--- config.mk ---
export PLATFORM = sky130hd
export DESIGN_NAME = atw_host_ctrl
export DESIGN_NICKNAME = d
export VERILOG_FILES = /design/src/rtl/atw_pkg.sv /design/src/rtl/atw_sync2.sv /design/src/rtl/atw_sclk_pulse.sv /design/src/rtl/atw_host_ctrl.sv
export VERILOG_INCLUDE_DIRS = /design/src /design/src/rtl
export SDC_FILE = /design/constraint.sdc
export NUM_CORES = 1
export LEC_CHECK = 0
export ABC_AREA = 1
export BUFFER_PORTS_ARGS = -buffer_cell sky130_fd_sc_hd__buf_2
export CORE_MARGIN = 2
export CORE_UTILIZATION = 45
export CTS_CLUSTER_DIAMETER = 40
export DETAILED_ROUTE_END_ITERATION = 10
export PLACE_DENSITY = 0.72
export REMOVE_ABC_BUFFERS = 1
export SLEW_MARGIN = 20
export SYNTH_ARGS = -nofsm -noshare
export SYNTH_HDL_FRONTEND = slang
export SYNTH_SLANG_ARGS = --single-unit
--- constraint.sdc ---
create_clock -name CLOCK -period 5.4 [get_ports CLOCK]
set_clock_uncertainty 0.1 [all_clocks]
set_input_delay 1.08 -clock CLOCK [delete_from_list [all_inputs] [get_ports CLOCK]]
set_output_delay 1.08 -clock CLOCK [all_outputs]
set_load 0.01 [all_outputs]
--- src/rtl/atw_map.svh ---
`ifndef ATW_MAP_SVH
`define ATW_MAP_SVH

// ****************************************************************
// Clock rate and link timing
// ****************************************************************
`define ATW_CLK_MHZ          125
`define ATW_POWERUP_MS       350
`define ATW_SLEEP_HOLD_US    100
`define ATW_SKEW_US          2
`define ATW_SCLK_HALF        8

// ****************************************************************
// Data word layout and special codes
// ****************************************************************
`define ATW_WORD_BITS        24
`define ATW_WORD_LAST        5'h17
`define ATW_CAL_EXTRA        2'h2
`define ATW_POLL_EXTRA       2'h1
`define ATW_POS_FULL         24'h7f_ffff
`define ATW_NEG_FULL         24'h80_0000
`define ATW_ZERO_WORD        24'h00_0000

`endif

--- src/rtl/atw_pkg.sv ---
package atw_pkg;

    typedef enum logic [2:0] {
        ATW_ST_POWERUP    = 3'b000,
        ATW_ST_WAIT_LOW   = 3'b001,
        ATW_ST_SKEW       = 3'b010,
        ATW_ST_SHIFT      = 3'b011,
        ATW_ST_EXTRA      = 3'b100,
        ATW_ST_SLEEP_HOLD = 3'b101,
        ATW_ST_SLEEP      = 3'b110
    } atw_state_type;

endpackage

--- src/rtl/atw_sync2.sv ---
`timescale 1ns/100ps

module atw_sync2 (
    input  wire logic clk,
    input  wire logic rst,
    input  wire logic d,
    output logic      q
);

    logic meta_q;
    logic meta_d;
    logic sync_q;
    logic sync_d;

    always_comb begin
        meta_d = d;
        sync_d = meta_q;
    end

    // The idle level of the ready line is high, so both stages reset high.
    always_ff @(posedge clk) begin
        if (rst) begin
            meta_q <= 1'b1;
            sync_q <= 1'b1;
        end else begin
            meta_q <= meta_d;
            sync_q <= sync_d;
        end
    end

    assign q = sync_q;

endmodule

--- src/rtl/atw_sclk_pulse.sv ---
`timescale 1ns/100ps
`include "atw_map.svh"

module atw_sclk_pulse (
    input  wire logic clk,
    input  wire logic rst,
    input  wire logic start,
    output logic      sclk,
    output logic      busy,
    output logic      sample,
    output logic      done
);

    localparam logic [3:0] HALF_LAST = 4'(`ATW_SCLK_HALF - 1);

    logic       busy_q;
    logic       busy_d;
    logic       high_q;
    logic       high_d;
    logic [3:0] cnt_q;
    logic [3:0] cnt_d;

    always_comb begin
        busy_d = busy_q;
        high_d = high_q;
        cnt_d  = cnt_q;
        if (!busy_q) begin
            if (start) begin
                busy_d = 1'b1;
                high_d = 1'b1;
                cnt_d  = 4'h0;
            end
        end else if (cnt_q == HALF_LAST) begin
            cnt_d = 4'h0;
            if (high_q) begin
                high_d = 1'b0;
            end else begin
                busy_d = 1'b0;
            end
        end else begin
            cnt_d = cnt_q + 4'h1;
        end
    end

    always_ff @(posedge clk) begin
        if (rst) begin
            busy_q <= 1'b0;
            high_q <= 1'b0;
            cnt_q  <= 4'h0;
        end else begin
            busy_q <= busy_d;
            high_q <= high_d;
            cnt_q  <= cnt_d;
        end
    end

    // Sampling at the end of the high phase leaves the device and the
    // synchroniser a full half period to settle the new bit.
    assign sclk   = high_q;
    assign busy   = busy_q;
    assign sample = busy_q & high_q & (cnt_q == HALF_LAST);
    assign done   = busy_q & ~high_q & (cnt_q == HALF_LAST);

endmodule

--- src/rtl/atw_host_ctrl.sv ---
`timescale 1ns/100ps
`include "atw_map.svh"

// Overview of operation
// - Pulse input switch at ready falling edge
// - Optionally drop a late-switched first result
// - Keep serial clock low during power-up
// - Allow calibration request after stable power-up
// - Clock bits after ready low, MSB first
// - Finish reading before next data update
// - Two extra pulses request calibration
// - Keep clock quiet during calibration
// - Hold clock high after ready for sleep
// - Drive clock low to wake device
// - 25 bits before sleep calibrates on wake
// - Single conversions: wake, read, sleep again
// - Shared clock sleep and wake synchronises devices
// - Wait skew after first ready edge
module atw_host_ctrl #(
    parameter int unsigned POWERUP_CYCLES    = `ATW_POWERUP_MS * 1000 * `ATW_CLK_MHZ,
    parameter int unsigned SLEEP_HOLD_CYCLES = `ATW_SLEEP_HOLD_US * `ATW_CLK_MHZ
) (
    input  wire logic                    CLOCK,
    input  wire logic                    SYS_RST,
    input  wire logic                    READY_AND_SERIAL_OUT,
    input  wire logic                    CAL_REQUEST,
    input  wire logic                    SLEEP_REQUEST,
    input  wire logic                    SLEEP_WITH_CAL,
    input  wire logic                    SINGLE_MODE,
    input  wire logic                    WAKE_REQUEST,
    input  wire logic                    DISCARD_NEXT,
    output logic                         SCLK,
    output logic [`ATW_WORD_BITS-1:0]    RESULT,
    output logic                         RESULT_VALID,
    output logic                         POS_FULL_SCALE,
    output logic                         NEG_FULL_SCALE,
    output logic                         INPUT_SWITCH,
    output logic                         CALIBRATING,
    output logic                         SLEEPING,
    output logic                         POWERUP_TIMEOUT,
    output logic                         BUSY,
    output atw_pkg::atw_state_type       CTRL_STATE
);

    import atw_pkg::*;

    localparam int unsigned SKEW_CYCLES = `ATW_SKEW_US * `ATW_CLK_MHZ;

    // ****************************************************************
    // Helpers
    // ****************************************************************
    function automatic logic count_hit(input logic [31:0] cnt, input int unsigned lim);
        count_hit = ({1'b0, cnt} + 33'h0_0000_0001) >= {1'b0, 32'(lim)};
    endfunction

    // ****************************************************************
    // Link synchronisation and pulse generation
    // ****************************************************************
    logic ready_s;
    logic gen_start;
    logic gen_sclk;
    logic gen_busy;
    logic gen_sample;
    logic gen_done;

    atw_sync2 u_sync (
        .clk (CLOCK),
        .rst (SYS_RST),
        .d   (READY_AND_SERIAL_OUT),
        .q   (ready_s)
    );

    atw_sclk_pulse u_pulse (
        .clk    (CLOCK),
        .rst    (SYS_RST),
        .start  (gen_start),
        .sclk   (gen_sclk),
        .busy   (gen_busy),
        .sample (gen_sample),
        .done   (gen_done)
    );

    // ****************************************************************
    // Controller state
    // ****************************************************************
    atw_state_type                state_q;
    atw_state_type                state_d;
    logic [31:0]                  wait_q;
    logic [31:0]                  wait_d;
    logic [4:0]                   bit_q;
    logic [4:0]                   bit_d;
    logic [1:0]                   extra_q;
    logic [1:0]                   extra_d;
    logic [`ATW_WORD_BITS-1:0]    shreg_q;
    logic [`ATW_WORD_BITS-1:0]    shreg_d;
    logic [`ATW_WORD_BITS-1:0]    result_q;
    logic [`ATW_WORD_BITS-1:0]    result_d;
    logic                         valid_q;
    logic                         valid_d;
    logic                         pos_q;
    logic                         pos_d;
    logic                         neg_q;
    logic                         neg_d;
    logic                         switch_q;
    logic                         switch_d;
    logic                         cal_q;
    logic                         cal_d;
    logic                         cal_pend_q;
    logic                         cal_pend_d;
    logic                         disc_q;
    logic                         disc_d;
    logic                         hold_q;
    logic                         hold_d;
    logic                         to_sleep_q;
    logic                         to_sleep_d;
    logic                         sleep_cal_q;
    logic                         sleep_cal_d;
    logic                         tmo_q;
    logic                         tmo_d;
    logic                         word_end;
    logic                         cal_take;
    logic                         want_sleep;

    assign word_end   = (state_q == ATW_ST_SHIFT) & gen_done & (bit_q == `ATW_WORD_LAST);
    assign want_sleep = SLEEP_REQUEST | SINGLE_MODE;
    assign cal_take   = word_end & cal_pend_q;

    // Pulses are only launched in the shift and extra states, so the clock stays quiet
    // during power-up, calibration and sleep.
    assign gen_start = ((state_q == ATW_ST_SHIFT) | (state_q == ATW_ST_EXTRA)) & ~gen_busy;

    always_comb begin
        state_d     = state_q;
        wait_d      = wait_q;
        bit_d       = bit_q;
        extra_d     = extra_q;
        shreg_d     = shreg_q;
        result_d    = result_q;
        valid_d     = 1'b0;
        pos_d       = pos_q;
        neg_d       = neg_q;
        switch_d    = 1'b0;
        cal_d       = cal_q;
        hold_d      = hold_q;
        to_sleep_d  = to_sleep_q;
        sleep_cal_d = sleep_cal_q;
        tmo_d       = tmo_q;
        // A new request in the cycle it is consumed stays pending.
        cal_pend_d  = CAL_REQUEST | (cal_pend_q & ~cal_take);
        disc_d      = DISCARD_NEXT | (disc_q & ~word_end);

        case (state_q)
            ATW_ST_POWERUP: begin
                // The line rises while the automatic calibration runs.
                wait_d = wait_q + 32'h0000_0001;
                if (ready_s) begin
                    cal_d   = 1'b1;
                    state_d = ATW_ST_WAIT_LOW;
                end else if (count_hit(wait_q, POWERUP_CYCLES)) begin
                    tmo_d   = 1'b1;
                    state_d = ATW_ST_WAIT_LOW;
                end
            end
            ATW_ST_WAIT_LOW: begin
                // Entered with the line high except after a power-up timeout, so a low level is the falling edge.
                wait_d = 32'h0000_0000;
                if (!ready_s) begin
                    switch_d = 1'b1;
                    cal_d    = 1'b0;
                    bit_d    = 5'h00;
                    if (want_sleep && !SINGLE_MODE) begin
                        hold_d      = 1'b1;
                        sleep_cal_d = 1'b0;
                        state_d     = ATW_ST_SLEEP_HOLD;
                    end else begin
                        state_d = ATW_ST_SKEW;
                    end
                end
            end
            ATW_ST_SKEW: begin
                // Other devices on the shared clock may lag by up to the skew.
                wait_d = wait_q + 32'h0000_0001;
                if (count_hit(wait_q, SKEW_CYCLES)) begin
                    state_d = ATW_ST_SHIFT;
                end
            end
            ATW_ST_SHIFT: begin
                if (gen_sample) begin
                    shreg_d = {shreg_q[`ATW_WORD_BITS-2:0], ready_s};
                end
                if (gen_done) begin
                    bit_d = bit_q + 5'h01;
                end
                if (word_end) begin
                    // The word is complete well before the next update at this rate.
                    if (!disc_q) begin
                        valid_d  = 1'b1;
                        result_d = shreg_d;
                        pos_d    = (shreg_d == `ATW_POS_FULL);
                        neg_d    = (shreg_d == `ATW_NEG_FULL);
                    end
                    if (cal_pend_q) begin
                        extra_d    = `ATW_CAL_EXTRA;
                        to_sleep_d = 1'b0;
                        cal_d      = 1'b1;
                        state_d    = ATW_ST_EXTRA;
                    end else if (want_sleep && SLEEP_WITH_CAL) begin
                        extra_d    = `ATW_POLL_EXTRA;
                        to_sleep_d = 1'b1;
                        state_d    = ATW_ST_EXTRA;
                    end else if (want_sleep) begin
                        // Without the 25th pulse the line keeps the last bit.
                        hold_d      = 1'b1;
                        sleep_cal_d = 1'b0;
                        wait_d      = 32'h0000_0000;
                        state_d     = ATW_ST_SLEEP_HOLD;
                    end else begin
                        extra_d    = `ATW_POLL_EXTRA;
                        to_sleep_d = 1'b0;
                        state_d    = ATW_ST_EXTRA;
                    end
                end
            end
            ATW_ST_EXTRA: begin
                if (gen_done) begin
                    extra_d = extra_q - 2'h1;
                    if (extra_q == 2'h1) begin
                        if (to_sleep_q) begin
                            hold_d      = 1'b1;
                            sleep_cal_d = 1'b1;
                            wait_d      = 32'h0000_0000;
                            state_d     = ATW_ST_SLEEP_HOLD;
                        end else begin
                            // The line is high now and falls at the next result.
                            state_d = ATW_ST_WAIT_LOW;
                        end
                    end
                end
            end
            ATW_ST_SLEEP_HOLD: begin
                wait_d = wait_q + 32'h0000_0001;
                if (count_hit(wait_q, SLEEP_HOLD_CYCLES)) begin
                    state_d = ATW_ST_SLEEP;
                end
            end
            ATW_ST_SLEEP: begin
                // A wake before the hold time would not have entered sleep.
                if (WAKE_REQUEST || !want_sleep) begin
                    hold_d  = 1'b0;
                    cal_d   = sleep_cal_q;
                    state_d = ATW_ST_WAIT_LOW;
                end
            end
            default: begin
                state_d = ATW_ST_POWERUP;
            end
        endcase
    end

    always_ff @(posedge CLOCK) begin
        if (SYS_RST) begin
            state_q     <= ATW_ST_POWERUP;
            wait_q      <= 32'h0000_0000;
            bit_q       <= 5'h00;
            extra_q     <= 2'h0;
            shreg_q     <= `ATW_ZERO_WORD;
            result_q    <= `ATW_ZERO_WORD;
            valid_q     <= 1'b0;
            pos_q       <= 1'b0;
            neg_q       <= 1'b0;
            switch_q    <= 1'b0;
            cal_q       <= 1'b0;
            cal_pend_q  <= 1'b0;
            disc_q      <= 1'b0;
            hold_q      <= 1'b0;
            to_sleep_q  <= 1'b0;
            sleep_cal_q <= 1'b0;
            tmo_q       <= 1'b0;
        end else begin
            state_q     <= state_d;
            wait_q      <= wait_d;
            bit_q       <= bit_d;
            extra_q     <= extra_d;
            shreg_q     <= shreg_d;
            result_q    <= result_d;
            valid_q     <= valid_d;
            pos_q       <= pos_d;
            neg_q       <= neg_d;
            switch_q    <= switch_d;
            cal_q       <= cal_d;
            cal_pend_q  <= cal_pend_d;
            disc_q      <= disc_d;
            hold_q      <= hold_d;
            to_sleep_q  <= to_sleep_d;
            sleep_cal_q <= sleep_cal_d;
            tmo_q       <= tmo_d;
        end
    end

    // ****************************************************************
    // Outputs
    // ****************************************************************
    // The hold level and the pulse generator are never active together.
    assign SCLK            = gen_sclk | hold_q;
    assign RESULT          = result_q;
    assign RESULT_VALID    = valid_q;
    assign POS_FULL_SCALE  = pos_q;
    assign NEG_FULL_SCALE  = neg_q;
    assign INPUT_SWITCH    = switch_q;
    assign CALIBRATING     = cal_q;
    assign SLEEPING        = (state_q == ATW_ST_SLEEP);
    assign POWERUP_TIMEOUT = tmo_q;
    assign BUSY            = (state_q == ATW_ST_SHIFT) | (state_q == ATW_ST_EXTRA);
    assign CTRL_STATE      = state_q;

endmodule

Word-level counts from Yosys, hierarchy flattened. Cells that the tools add are included.

Multipliers: 0. Mux-type cells: 73. Shifts and indexed selects: 0. Div/mod/pow operators: 0. $lt $le $gt $ge: 3. $add $sub $neg: 5. Reductions and logical operators: 27. Bitwise operators: 23. Eq/ne operators: 30.

Operators by type and width (count): $mux W32 (7); $pmux W32 S4 (1); $mux W24 (2); $mux W1 (36); $add A32 B1 Y33 const B (1); $ge A33 B14 Y1 const B (1); $ge A33 B26 Y1 const B (1); $ge A33 B8 Y1 const B (1); $mux W3 (11); $add A32 B1 Y32 const B (1); $ne A2 B2 Y1 const B (14); $eq A24 B23 Y1 const B (1); $eq A24 B24 Y1 const B (1); $pmux W3 S7 (1); $reduce_and A8 Y1 (2); $mux W4 (3); $reduce_and A3 Y1 (4); $reduce_bool A4 Y1 (3); $reduce_and A11 Y1 (1); $and A1 B1 Y1 (10); $mux W2 (5); $mux W5 (2); $pmux W5 S2 (1); $reduce_and A10 Y1 (1); 28 further kinds (50).

Register bits after elaboration: 109. Bits in writable memories: 0. Memories kept: 0. Input bits: 9. Output and inout bits: 36. Bits in read-only memories: 0. Latch bits: 0.

Depth between registers and ports, before layout. Gate-level depths: netlist (run 1).

Depth after elaboration: 9. Mapped depth: 19. Gate-level depth less buffers: 19.

Modules after synthesis. A second synthesis (run 1) with hierarchy kept.

Cells, all modules: 916. Area total of the unflattened synthesis: 5930.7 um^2.

Modules (own cells, without submodules): atw_host_ctrl (sequential area each 2021.9 um^2, instances 1, area an instance 5582.9 um^2, cells each 870); atw_sclk_pulse (sequential area each 120.1 um^2, instances 1, area an instance 289.0 um^2, cells each 39); atw_sync2 (sequential area each 40.0 um^2, instances 1, area an instance 58.8 um^2, cells each 7).

Least setup slack after synthesis (run 1). OpenSTA, ideal clock, no wires.

Path type: flip-flop to output port. Start point: register state_q[2] (netlist: CTRL_STATE[2]). End point: output port BUSY. Stages on the path, launching flop included: 7. Arrival: 1.230 ns. Setup slack: 2.990 ns. Required time: 4.220 ns. Path through: dfxtp_1 > inv_2 > nand3_1 > inv_2 > buf_2 > nor2_1 > inv_2.

Longest elaborated chain between the ends: 2. Elaborated cells between the ends (all ways): 3. Those cells by class: eq/ne (2); bitwise (1).

RTL lines: from (decl) (line atw_host_ctrl.sv:86) `atw_state_type state_q;`; from (signal assigned) (line atw_host_ctrl.sv:280) `state_q <= state_d;`; $eq A3 B2 Y1 or $eq A3 B3 Y1 (tied branches) (line atw_host_ctrl.sv:313) `assign BUSY = (state_q == ATW_ST_SHIFT) | (state_q == ATW_ST_EXTRA);`; $or A1 B1 Y1 * (line atw_host_ctrl.sv:313); to (decl) (line atw_host_ctrl.sv:41) `output logic BUSY,`.

Every way passes the cells marked *; elsewhere a longest branch is shown, timed or not.

Final worst setup path (run 1). Same ends and word-level chain as after synthesis.

==> impl_metrics.ini, run 1 <==
[outcome]
status = completed

[finish]
final_net_count = 1019
fill_cells = 1356
syn_to_final_growth_pct = 11.09
drive_above_1_share_pct = 10.78
diodes = 0
stdcell_count = 1187

[route]
drc_errors = 0
antenna_left = 0
num_vias = 6093
first_iter_violations = 490
drt_first_pass_iters = 7
routed_wl_um = 15110
wl_per_cell_um = 12.73
routed_via_density = 5.133

[power_and_ir_drop]
powerDensity_nw_per_um2 = 334.7
leakage_uw = 0.003045
total_power_uw = 2257
ir_drop_v = 0.0002283

[worst_setup_path]
path_common_cell = inv_2
cp.arrival_ns = 1.97
crit_required_ns = 4.22
endpoint_kind = output port
path_max_fanout = 46
crit_path_cell_trace = inv_2 > nand3_1 > buf_4 > inv_2 > nor2_1 > inv_2 > buf_2
criticalPathCategory = flop to output port
slowest_delay_ns = 0.43
cp-start-kind = flop
crit_family = buffers and inverters
path_buf_inv = 5
critical-path-slowest-cell = dfxtp_1

[grt]
grt_max_degree = 74
grt_pass1_vias = 5374
overflow = 0
antenna_found_initial = 0
grt_pass1_wl_um = 25320
grt.total_usage_pct = 21.32

[clock_network]
cts_max_level = 3
clockBufferDepth = 2
cts_sinks = 109
ctsResizeCount = 0
cts_made_buffers = 9
clk_pin_slew_ns = 0.08
cts_setup_buffers = 0
clkLatencyLatePin_ns = 0.36
cts_tree = done
hold_buffers = 0
clk_root_buffer_cell = clkbuf_16

[timing]
relSlewSlack_pct = 33.47
fmax_ghz = 0.3176
hold_violations = 0
rsz0062_at_grt = false
setup_ws_ns = 2.252
finalCriticalPeriod_ns = 3.148
fin_crit_sh_pct = 58.30
finalSetupTns_ns = 0
tightest_slew_ns = 0.9969
drv_slew = 0
finalSetupViolCount = 0

[floorplan]
die_area_um2 = 14430
die_h_um = 120.1
fp.coreArea_um2 = 13190
rows = 42
die_w_um = 120.1
num_io_pins = 45
start_util_pct = 46.01

[yosys]
synth.area.top_cells = dfxtp_1 36%, nand2_1 18%, nor2_1 7.7%
synth_edf_count = 0
yosysMostFrequentCell = nand2_1
syn-cell-area_um2 = 6068
ys_ff_latch = 109
synthTopCellsByCount = 290 x nand2_1, 125 x nor2_1, 116 x inv_1
postSynthAreaPerCell_um2 = 6.218
synth_cell_type_count = 38
synth_seq_area_share_pct = 35.96
synth-async-reset-ratio_pct = 0
netlist_instances = 976
synthFlopType = dfxtp_1
synth_top_area_cell = dfxtp_1
yosysTopAreaCellShare_pct = 35.96
ys_warn_count = 0

[place]
dpl_worst_slack_ns = 2.653
dpl.hpwl_um = 10630
place_congestion = 0.9156
portBuffers = 44
place_inst = 1171

[flow_run]
drv_cap = 0

[min_path]
hold_path_class = flop to flop
[through the flow]
step                hold WS (ns)  utilization, %  area (µm²)
CTS                       0.3171           51.11        6741
global placement          0.2909           48.79        6435
floorplan                 0.2895               -        5941
finish                    0.3169           51.11        6741
detailed placement        0.2977           48.79        6435
global route              0.3331           51.11        6741
[layer usage]
layer	up-vias	GRT usage [%]	routed length, µm
li1	3166	-	-
met1	2758	30.16	7563
met2	148	33.27	6526
met3	21	3.184	755
met4	0	6.838	262
met5	-	0	0
[layout make-up]
cell class	instances	area (µm²)	share of cell area, %
clock buffer	10	239.0	3.545
clock inverter	6	67.56	1.002
inverter	122	457.9	6.793
multi-input combinational	714	3309	49.09
sequential	109	2182	32.37
tap	176	220.2	3.267
timing repair buffer	50	265.3	3.935
[sequential cells by signal (all words and copies together) (netlist names), 2 cells and up]
| register | flops |
|---|---|
| RESULT | 24 |
| u_pulse.cnt_q | 4 |
| wait_q | 32 |
| CTRL_STATE | 3 |
| shreg_q | 24 |
| bit_q | 5 |
| extra_q | 2 |
[cell usage in the layout (no fill, tap or decap), types with 4 or more instances in the layout]
cell type	count
nand2_1	290
nor2_1	124
inv_1	116
dfxtp_1	109
a21oi_1	86
o21ai_0	74
buf_2	44
nand3_1	36
nor3_1	16
nor2_2	16
nand3b_1	9
clkbuf_16	9
nand2_2	8
nand4_1	8
nor4_1	7
inv_2	6
buf_4	6
nor2_4	4
xnor2_1	4
ha_1	4
[final timing paths]
path	startpoint	endpoint	slack (ns)	depth (start not counted)
worst max-delay path	CTRL_STATE[2]	BUSY	2.25	7
worst min-delay path	u_sync.meta_q	u_sync.q	0.32	1
worst max register to register	u_pulse.cnt_q[0]	POS_FULL_SCALE	2.69	12
worst min register to register	u_sync.meta_q	u_sync.q	0.32	1
[cells by family (layout without fill, tap and decap cells)]
group / count (synthesis) / count (layout) / share of synthesized area (%)
compound gates: 176 / 176 / 15.32
xor+xnor: 6 / 6 / 0.9897
fa+ha+maj: 4 / 4 / 0.8248
buf+inv: 153 / 188 / 9.650
flops: 109 / 109 / 35.96
simple gates: 528 / 528 / 37.26
[worst register-to-register path, delay by kind of cell, from the launching register on]
kind	cells	cell delay, ns
adders and majority gates	1	0.18
and+or+nand+nor	8	1.30
DFF	1	0.39
buffers and inverters	2	0.56
AOI/OAI and AO/OA	1	0.12
[where the power goes]
| group | total (µW) | internal [µW] | leakage (µW) | switching [µW] |
|---|---|---|---|---|
| Clock | 696 | 344 | 0.000152 | 352 |
| Combinational | 629 | 191 | 0.00201 | 438 |
| Sequential | 931 | 877 | 0.000883 | 53.4 |
Note: power is estimated with default switching activity, not from simulation.
==> run 2, diff against run 1 <==
Clock period 5.4 ns to 3 ns, I/O delays scaled along.
==> impl_metrics.ini, run 2 (synthesis gave the netlist of run 1 again) <==
[outcome]
status = completed

[finish]
drive_above_1_share_pct = 11.03
layout_commonest_cell = nand2_1
syn_to_final_growth_pct = 11.55
final_cell_mix = 290 x nand2_1, 124 x nor2_1, 116 x inv_1, 109 x dfxtp_1, 86 x a21oi_1
largest_register_ff_count = 32
final_util_pct = 51.32
final_net_count = 1023
regMostFlops = wait_q
diodes = 0
postLayoutCellArea_um2 = 6769
fill_cells = 1376

[floorplan]
rows = 42
fp.coreArea_um2 = 13190
die_h_um = 120.1
die_area_um2 = 14430
start_util_pct = 46.01
die_w_um = 120.1
num_io_pins = 45

[clock_network]
cts_max_level = 3
clkLatencyLatePin_ns = 0.36
cts_tree = done
cts_setup_buffers = 0
clockBufferDepth = 2
clk_pin_slew_ns = 0.08
cts_made_buffers = 9
clk_root_buffer_cell = clkbuf_16
ctsResizeCount = 0
cts_sinks = 109
hold_buffers = 0

[grt]
grt_pass1_wl_um = 25160
overflow = 0
grt.total_usage_pct = 21.47
grt_max_degree = 74
globalRouteMet1Util_pct = 30.66
gr-max-usage-layer = met2
met3_usage_pct = 3.612
antenna_found_initial = 0
use_met2_pct = 32.49
grt_pass1_vias = 5246

[place]
portBuffers = 44
dpl_worst_slack_ns = 0.4713
placed_area_um2 = 6477
dpl.hpwl_um = 10980
place_congestion = 0.9638

[route]
routed_wl_um = 15160
drc_errors = 0
antenna_left = 0
num_vias = 6025
wl_per_cell_um = 12.73
first_iter_violations = 507
drt_first_pass_iters = 5
routed_via_density = 5.059

[worst_setup_path]
criticalPathCategory = flop to flop
path_common_cell = nand2_1
rr_worst_depth = 18
timing.critical_path.depth = 18
crit_family = simple AND/OR/NAND/NOR gates
crit_required_ns = 3.15
cp.arrival_ns = 2.75
slowest_delay_ns = 0.39
endpoint_kind = flop
critical-path-slowest-cell = dfxtp_1
path_max_fanout = 6
crit_path_cell_trace = ha_1 > nand3_1 > nor2_4 > nand2_2 > nand2_1 > nand2_1 > inv_1 > nand2_1 > nor2_1 > nand2_1 > nor2_1 > nand3_1 > nand2_1 > nor2_1 > nand2_2 > nand2_1 > nand2_1 > nor2_2
cp-start-kind = flop
path_buf_inv = 1

[power_and_ir_drop]
total_power_uw = 4034
powerDensity_nw_per_um2 = 596.0
leakage_uw = 0.003062
ir_drop_v = 0.0003376

[timing]
tightest_slew_ns = 0.8154
hold_violations = 0
finalSetupViolCount = 0
fin_crit_sh_pct = 86.46
fmax_ghz = 0.3856
finalCriticalPeriod_ns = 2.594
hold_slack_ns = 0.3190
relSlewSlack_pct = 45.64
setup_ws_ns = 0.4063
rsz0062_at_grt = false
drv_slew = 0

[flow_run]
drv_cap = 0

[min_path]
hold_path_class = flop to flop
holdPathStages = 1
-- run 2: cell count changes in the layout (fill, tap and decap cells not counted), sizes merged --
| cell | previous run | this run |
|---|---|---|
| buf | 50 | 54 |
| clkinv | 1 | 2 |
| inv | 127 | 126 |
-- run 2: final cells by class --
cell class / count / area [µm²] / area share (%)
multi-input combinational: 714 / 3309 / 48.89
sequential: 109 / 2182 / 32.24
inverter: 122 / 457.9 / 6.765
timing repair buffer: 54 / 307.8 / 4.547
clock buffer: 10 / 229.0 / 3.383
tap: 176 / 220.2 / 3.253
clock inverter: 6 / 62.56 / 0.9242
-- run 2: final timing paths --
check	end	slack, ns	start
setup / recovery	CTRL_STATE[2]	0.41	wait_q[1]
hold / removal	u_sync.q	0.32	u_sync.meta_q
setup reg to reg	CTRL_STATE[2]	0.41	wait_q[1]
hold reg to reg	u_sync.q	0.32	u_sync.meta_q
-- run 2: power breakdown --
group | internal, µW | leakage (µW) | total [µW] | switching (µW)
sequential | 1580 | 0.000883 | 1680 | 97.6
clock | 588 | 0.000143 | 1180 | 588
combinational | 374 | 0.00204 | 1180 | 807
-- run 2: per-stage QoR --
stage	instances	TNS (ns)
final	1191	0
after floorplan	945	-20.28
after detailed placement	1175	0
after global placement	1175	0
after global routing	1191	0
after CTS	1191	0
-- run 2: worst reg2reg max path, stage by stage (launching register included) --
cell and delay [ns]:
dfxtp_1 0.39, ha_1 0.33, nand3_1 0.28, nor2_4 0.23, nand2_2 0.08, nand2_1 0.06
nand2_1 0.08, inv_1 0.06, nand2_1 0.07, nor2_1 0.12, nand2_1 0.08, nor2_1 0.13
nand3_1 0.08, nand2_1 0.06, nor2_1 0.05, nand2_2 0.11, nand2_1 0.06, nand2_1 0.07
nor2_2 0.04
-- run 2: per-layer routing --
layer,up-vias,share of wire (%)
met5,-,0
met3,29,4.6
met1,2671,50
met4,0,2.3
li1,3176,-
met2,149,43
==> run 3, diff against run 2 <==
Settings changed: CORE_UTILIZATION 45 to 40, PLACE_DENSITY 0.72 to 0.66, SYNTH_HIERARCHICAL set to 1.
==> impl_metrics.ini, run 3 <==
[outcome]
status = completed

[min_path]
holdPathStages = 3
min-delay-start = READY_AND_SERIAL_OUT
hold_path_class = primary input to flop
hold_end = u_sync/meta_q

[power_and_ir_drop]
combPwrFrac_pct = 27.3
sequentialPowerShare_pct = 42.3
ir_drop_v = 0.0002916
internal_power_uw = 2503
leakage_uw = 0.002642
swShare_pct = 37.10
powerDensity_nw_per_um2 = 596.5
power_switching_uw = 1477
total_power_uw = 3980
clkPwrFrac_pct = 30.4

[worst_setup_path]
crit_family = simple AND/OR/NAND/NOR gates
r2r_setup_slack_ns = 0.33
timing.critical_path.depth = 15
critical-path-slowest-cell = dfxtp_1
crit_required_ns = 3.14
path_max_fanout = 32
cp.arrival_ns = 2.80
slowest_delay_ns = 0.39
cp-start-kind = flop
criticalPathCategory = flop to flop
path_buf_inv = 3
rr_worst_depth = 15
reg2reg_to = wait_q[0]
endpoint_kind = flop
r2r-start = u_pulse/cnt_q[0]
crit_path_cell_trace = ha_1 > nand2_2 > nor2_4 > nand2_2 > nor2_4 > inv_1 > nor2_1 > nand2_1 > nand2_1 > o21ai_0 > nor3_1 > inv_1 > buf_4 > o21ai_0 > a21oi_1

[finish]
layout_commonest_cell = nand2_1
postLayoutCellArea_um2 = 6673
diodes = 0
stdcell_count = 1141
fill_cells = 1503
final_net_count = 965
largest_register_ff_count = 32
regMostFlops = wait_q
drive_above_1_share_pct = 12.02
final_cell_mix = 245 x nand2_1, 120 x nor2_1, 109 x dfxtp_1, 90 x a21oi_1, 85 x inv_1
syn_to_final_growth_pct = 12.51

[clock_network]
cts_sinks = 109
clkLatencyLatePin_ns = 0.36
clockBufferDepth = 2
clk_pin_slew_ns = 0.08
cts_max_level = 3
cts_tree = done
ctsResizeCount = 0
clk_root_buffer_cell = clkbuf_16
cts_setup_buffers = 0
cts_made_buffers = 9
hold_buffers = 0

[timing]
relSlewSlack_pct = 31.47
finalSetupTns_ns = 0
finalSetupViolCount = 0
tightest_slew_ns = 1.027
finalCriticalPeriod_ns = 2.665
hold_violations = 0
fmax_ghz = 0.3752
drv_slew = 0
hold_slack_ns = 0.3049
fin_crit_sh_pct = 88.85
rsz0062_at_grt = false

[yosys]
synth-async-reset-ratio_pct = 0
synthFlopType = dfxtp_1
synth_edf_count = 0
synth.area.top_cells = dfxtp_1 37%, nand2_1 16%, nor2_1 7.7%
ys_ff_latch = 109
synth_top_area_cell = dfxtp_1
ys_warn_count = 6
postSynthAreaPerCell_um2 = 6.475
yosysMostFrequentCell = nand2_1
synthTopCellsByCount = 245 x nand2_1, 121 x nor2_1, 109 x dfxtp_1
synth_seq_area_share_pct = 36.79
syn-cell-area_um2 = 5931
yosysTopAreaCellShare_pct = 36.79
netlist_instances = 916
synth_cell_type_count = 33

[floorplan]
start_util_pct = 40.81
die_area_um2 = 15820
rows = 44
num_io_pins = 45
die_w_um = 125.8
fp.coreArea_um2 = 14530
die_h_um = 125.8

[route]
drc_errors = 0
routed_via_density = 5.034
routed_wl_um = 14810
drt_first_pass_iters = 6
wl_per_cell_um = 12.98
antenna_left = 0
first_iter_violations = 360
num_vias = 5744

[grt]
grt_pass1_vias = 5077
grt.total_usage_pct = 18.77
grt_max_degree = 47
grt_pass1_wl_um = 24650
overflow = 0
antenna_found_initial = 0

[place]
portBuffers = 44
place_congestion = 0.9345
placed_area_um2 = 6365
place_inst = 1125
dpl.hpwl_um = 10650

[flow_run]
drv_cap = 0
## run 3: changes by cell type after synthesis, moves of 4 or more
cell / change
nor3_1: +4
a211oi_1: +18
nand3_1: +10
nor2_4: +5
nand2_2: +4
mux2i_1: +9
o21ai_0: -15
nand2_1: -45
nor2_2: -5
inv_1: -31
nor2_1: -4
a21oi_1: +4
## run 3: layout make-up
| cell class | count | area [µm²] | share of cell area, % |
|---|---|---|---|
| Multi-Input combinational cell | 688 | 3306 | 49.54 |
| Clock inverter | 7 | 76.32 | 1.144 |
| Timing Repair Buffer | 56 | 322.8 | 4.838 |
| Sequential cell | 109 | 2182 | 32.70 |
| Tap cell | 184 | 230.2 | 3.450 |
| Clock buffer | 9 | 225.2 | 3.375 |
| Inverter | 88 | 330.3 | 4.950 |
## run 3: stage by stage
step / util [%] / setup WS, ns
finish: 45.91 / 0.3346
global route: 45.91 / 0.07814
CTS: 45.87 / 0.3665
detailed placement: 43.79 / 0.3919
global placement: 43.79 / 0.4160
floorplan: - / -0.4559
## run 3: how the worst max path moves through the flow
| stage | startpoint | end | slack (ns) |
|---|---|---|---|
| 5_1_grt | u_pulse/cnt_q[0] | wait_q[0] | 0.08 |
| 4_1_cts | u_pulse/cnt_q[0] | sleep_cal_q | 0.37 |
| 3_3_place_gp | u_pulse/cnt_q[0] | sleep_cal_q | 0.42 |
| 3_5_place_dp | u_pulse/cnt_q[0] | sleep_cal_q | 0.39 |
| 2_1_floorplan | u_pulse/cnt_q[0] | POS_FULL_SCALE | -0.46 |
| 6_report | u_pulse/cnt_q[0] | wait_q[0] | 0.33 |
## run 3: power by group through the flow
stage               Clock, µW  Combinational [µW]  Sequential [µW]
floorplan                   0                 727             1700
global route             1290                1230             1700
global placement            0                1070             1710
finish                   1210                1090             1680
CTS                      1240                1080             1680
detailed placement          0                1070             1720
## run 3: routing by layer
| layer | track usage, % | part of all wire [%] | vias to the layer above | routed length, µm |
|---|---|---|---|---|
| li1 | - | - | 3065 | - |
| met1 | 26.14 | 49 | 2528 | 7271 |
| met2 | 29.22 | 44 | 129 | 6537 |
| met3 | 3.781 | 4.9 | 22 | 726 |
| met4 | 6.206 | 1.9 | 0 | 276 |
| met5 | 0 | 0 | - | 0 |
## run 3: worst reg2reg max path, delay by kind of cell (launching register included)
family                     cells  cell delay [ns]
and+or+nand+nor                8             1.09
adders and majority gates      1             0.20
DFF                            1             0.39
buffers and inverters          3             0.33
AOI/OAI and AO/OA              3             0.44
## run 3: cells by family after synthesis
kind of cell / synth area share (%)
AND/OR/NAND/NOR: 36.94
AO/OA/AOI/OAI: 15.55
buffers and inverters: 7.616
flip-flops: 36.79
multiplexers: 1.519
XOR/XNOR: 0.7384
adder cells (fa/ha/maj): 0.8439
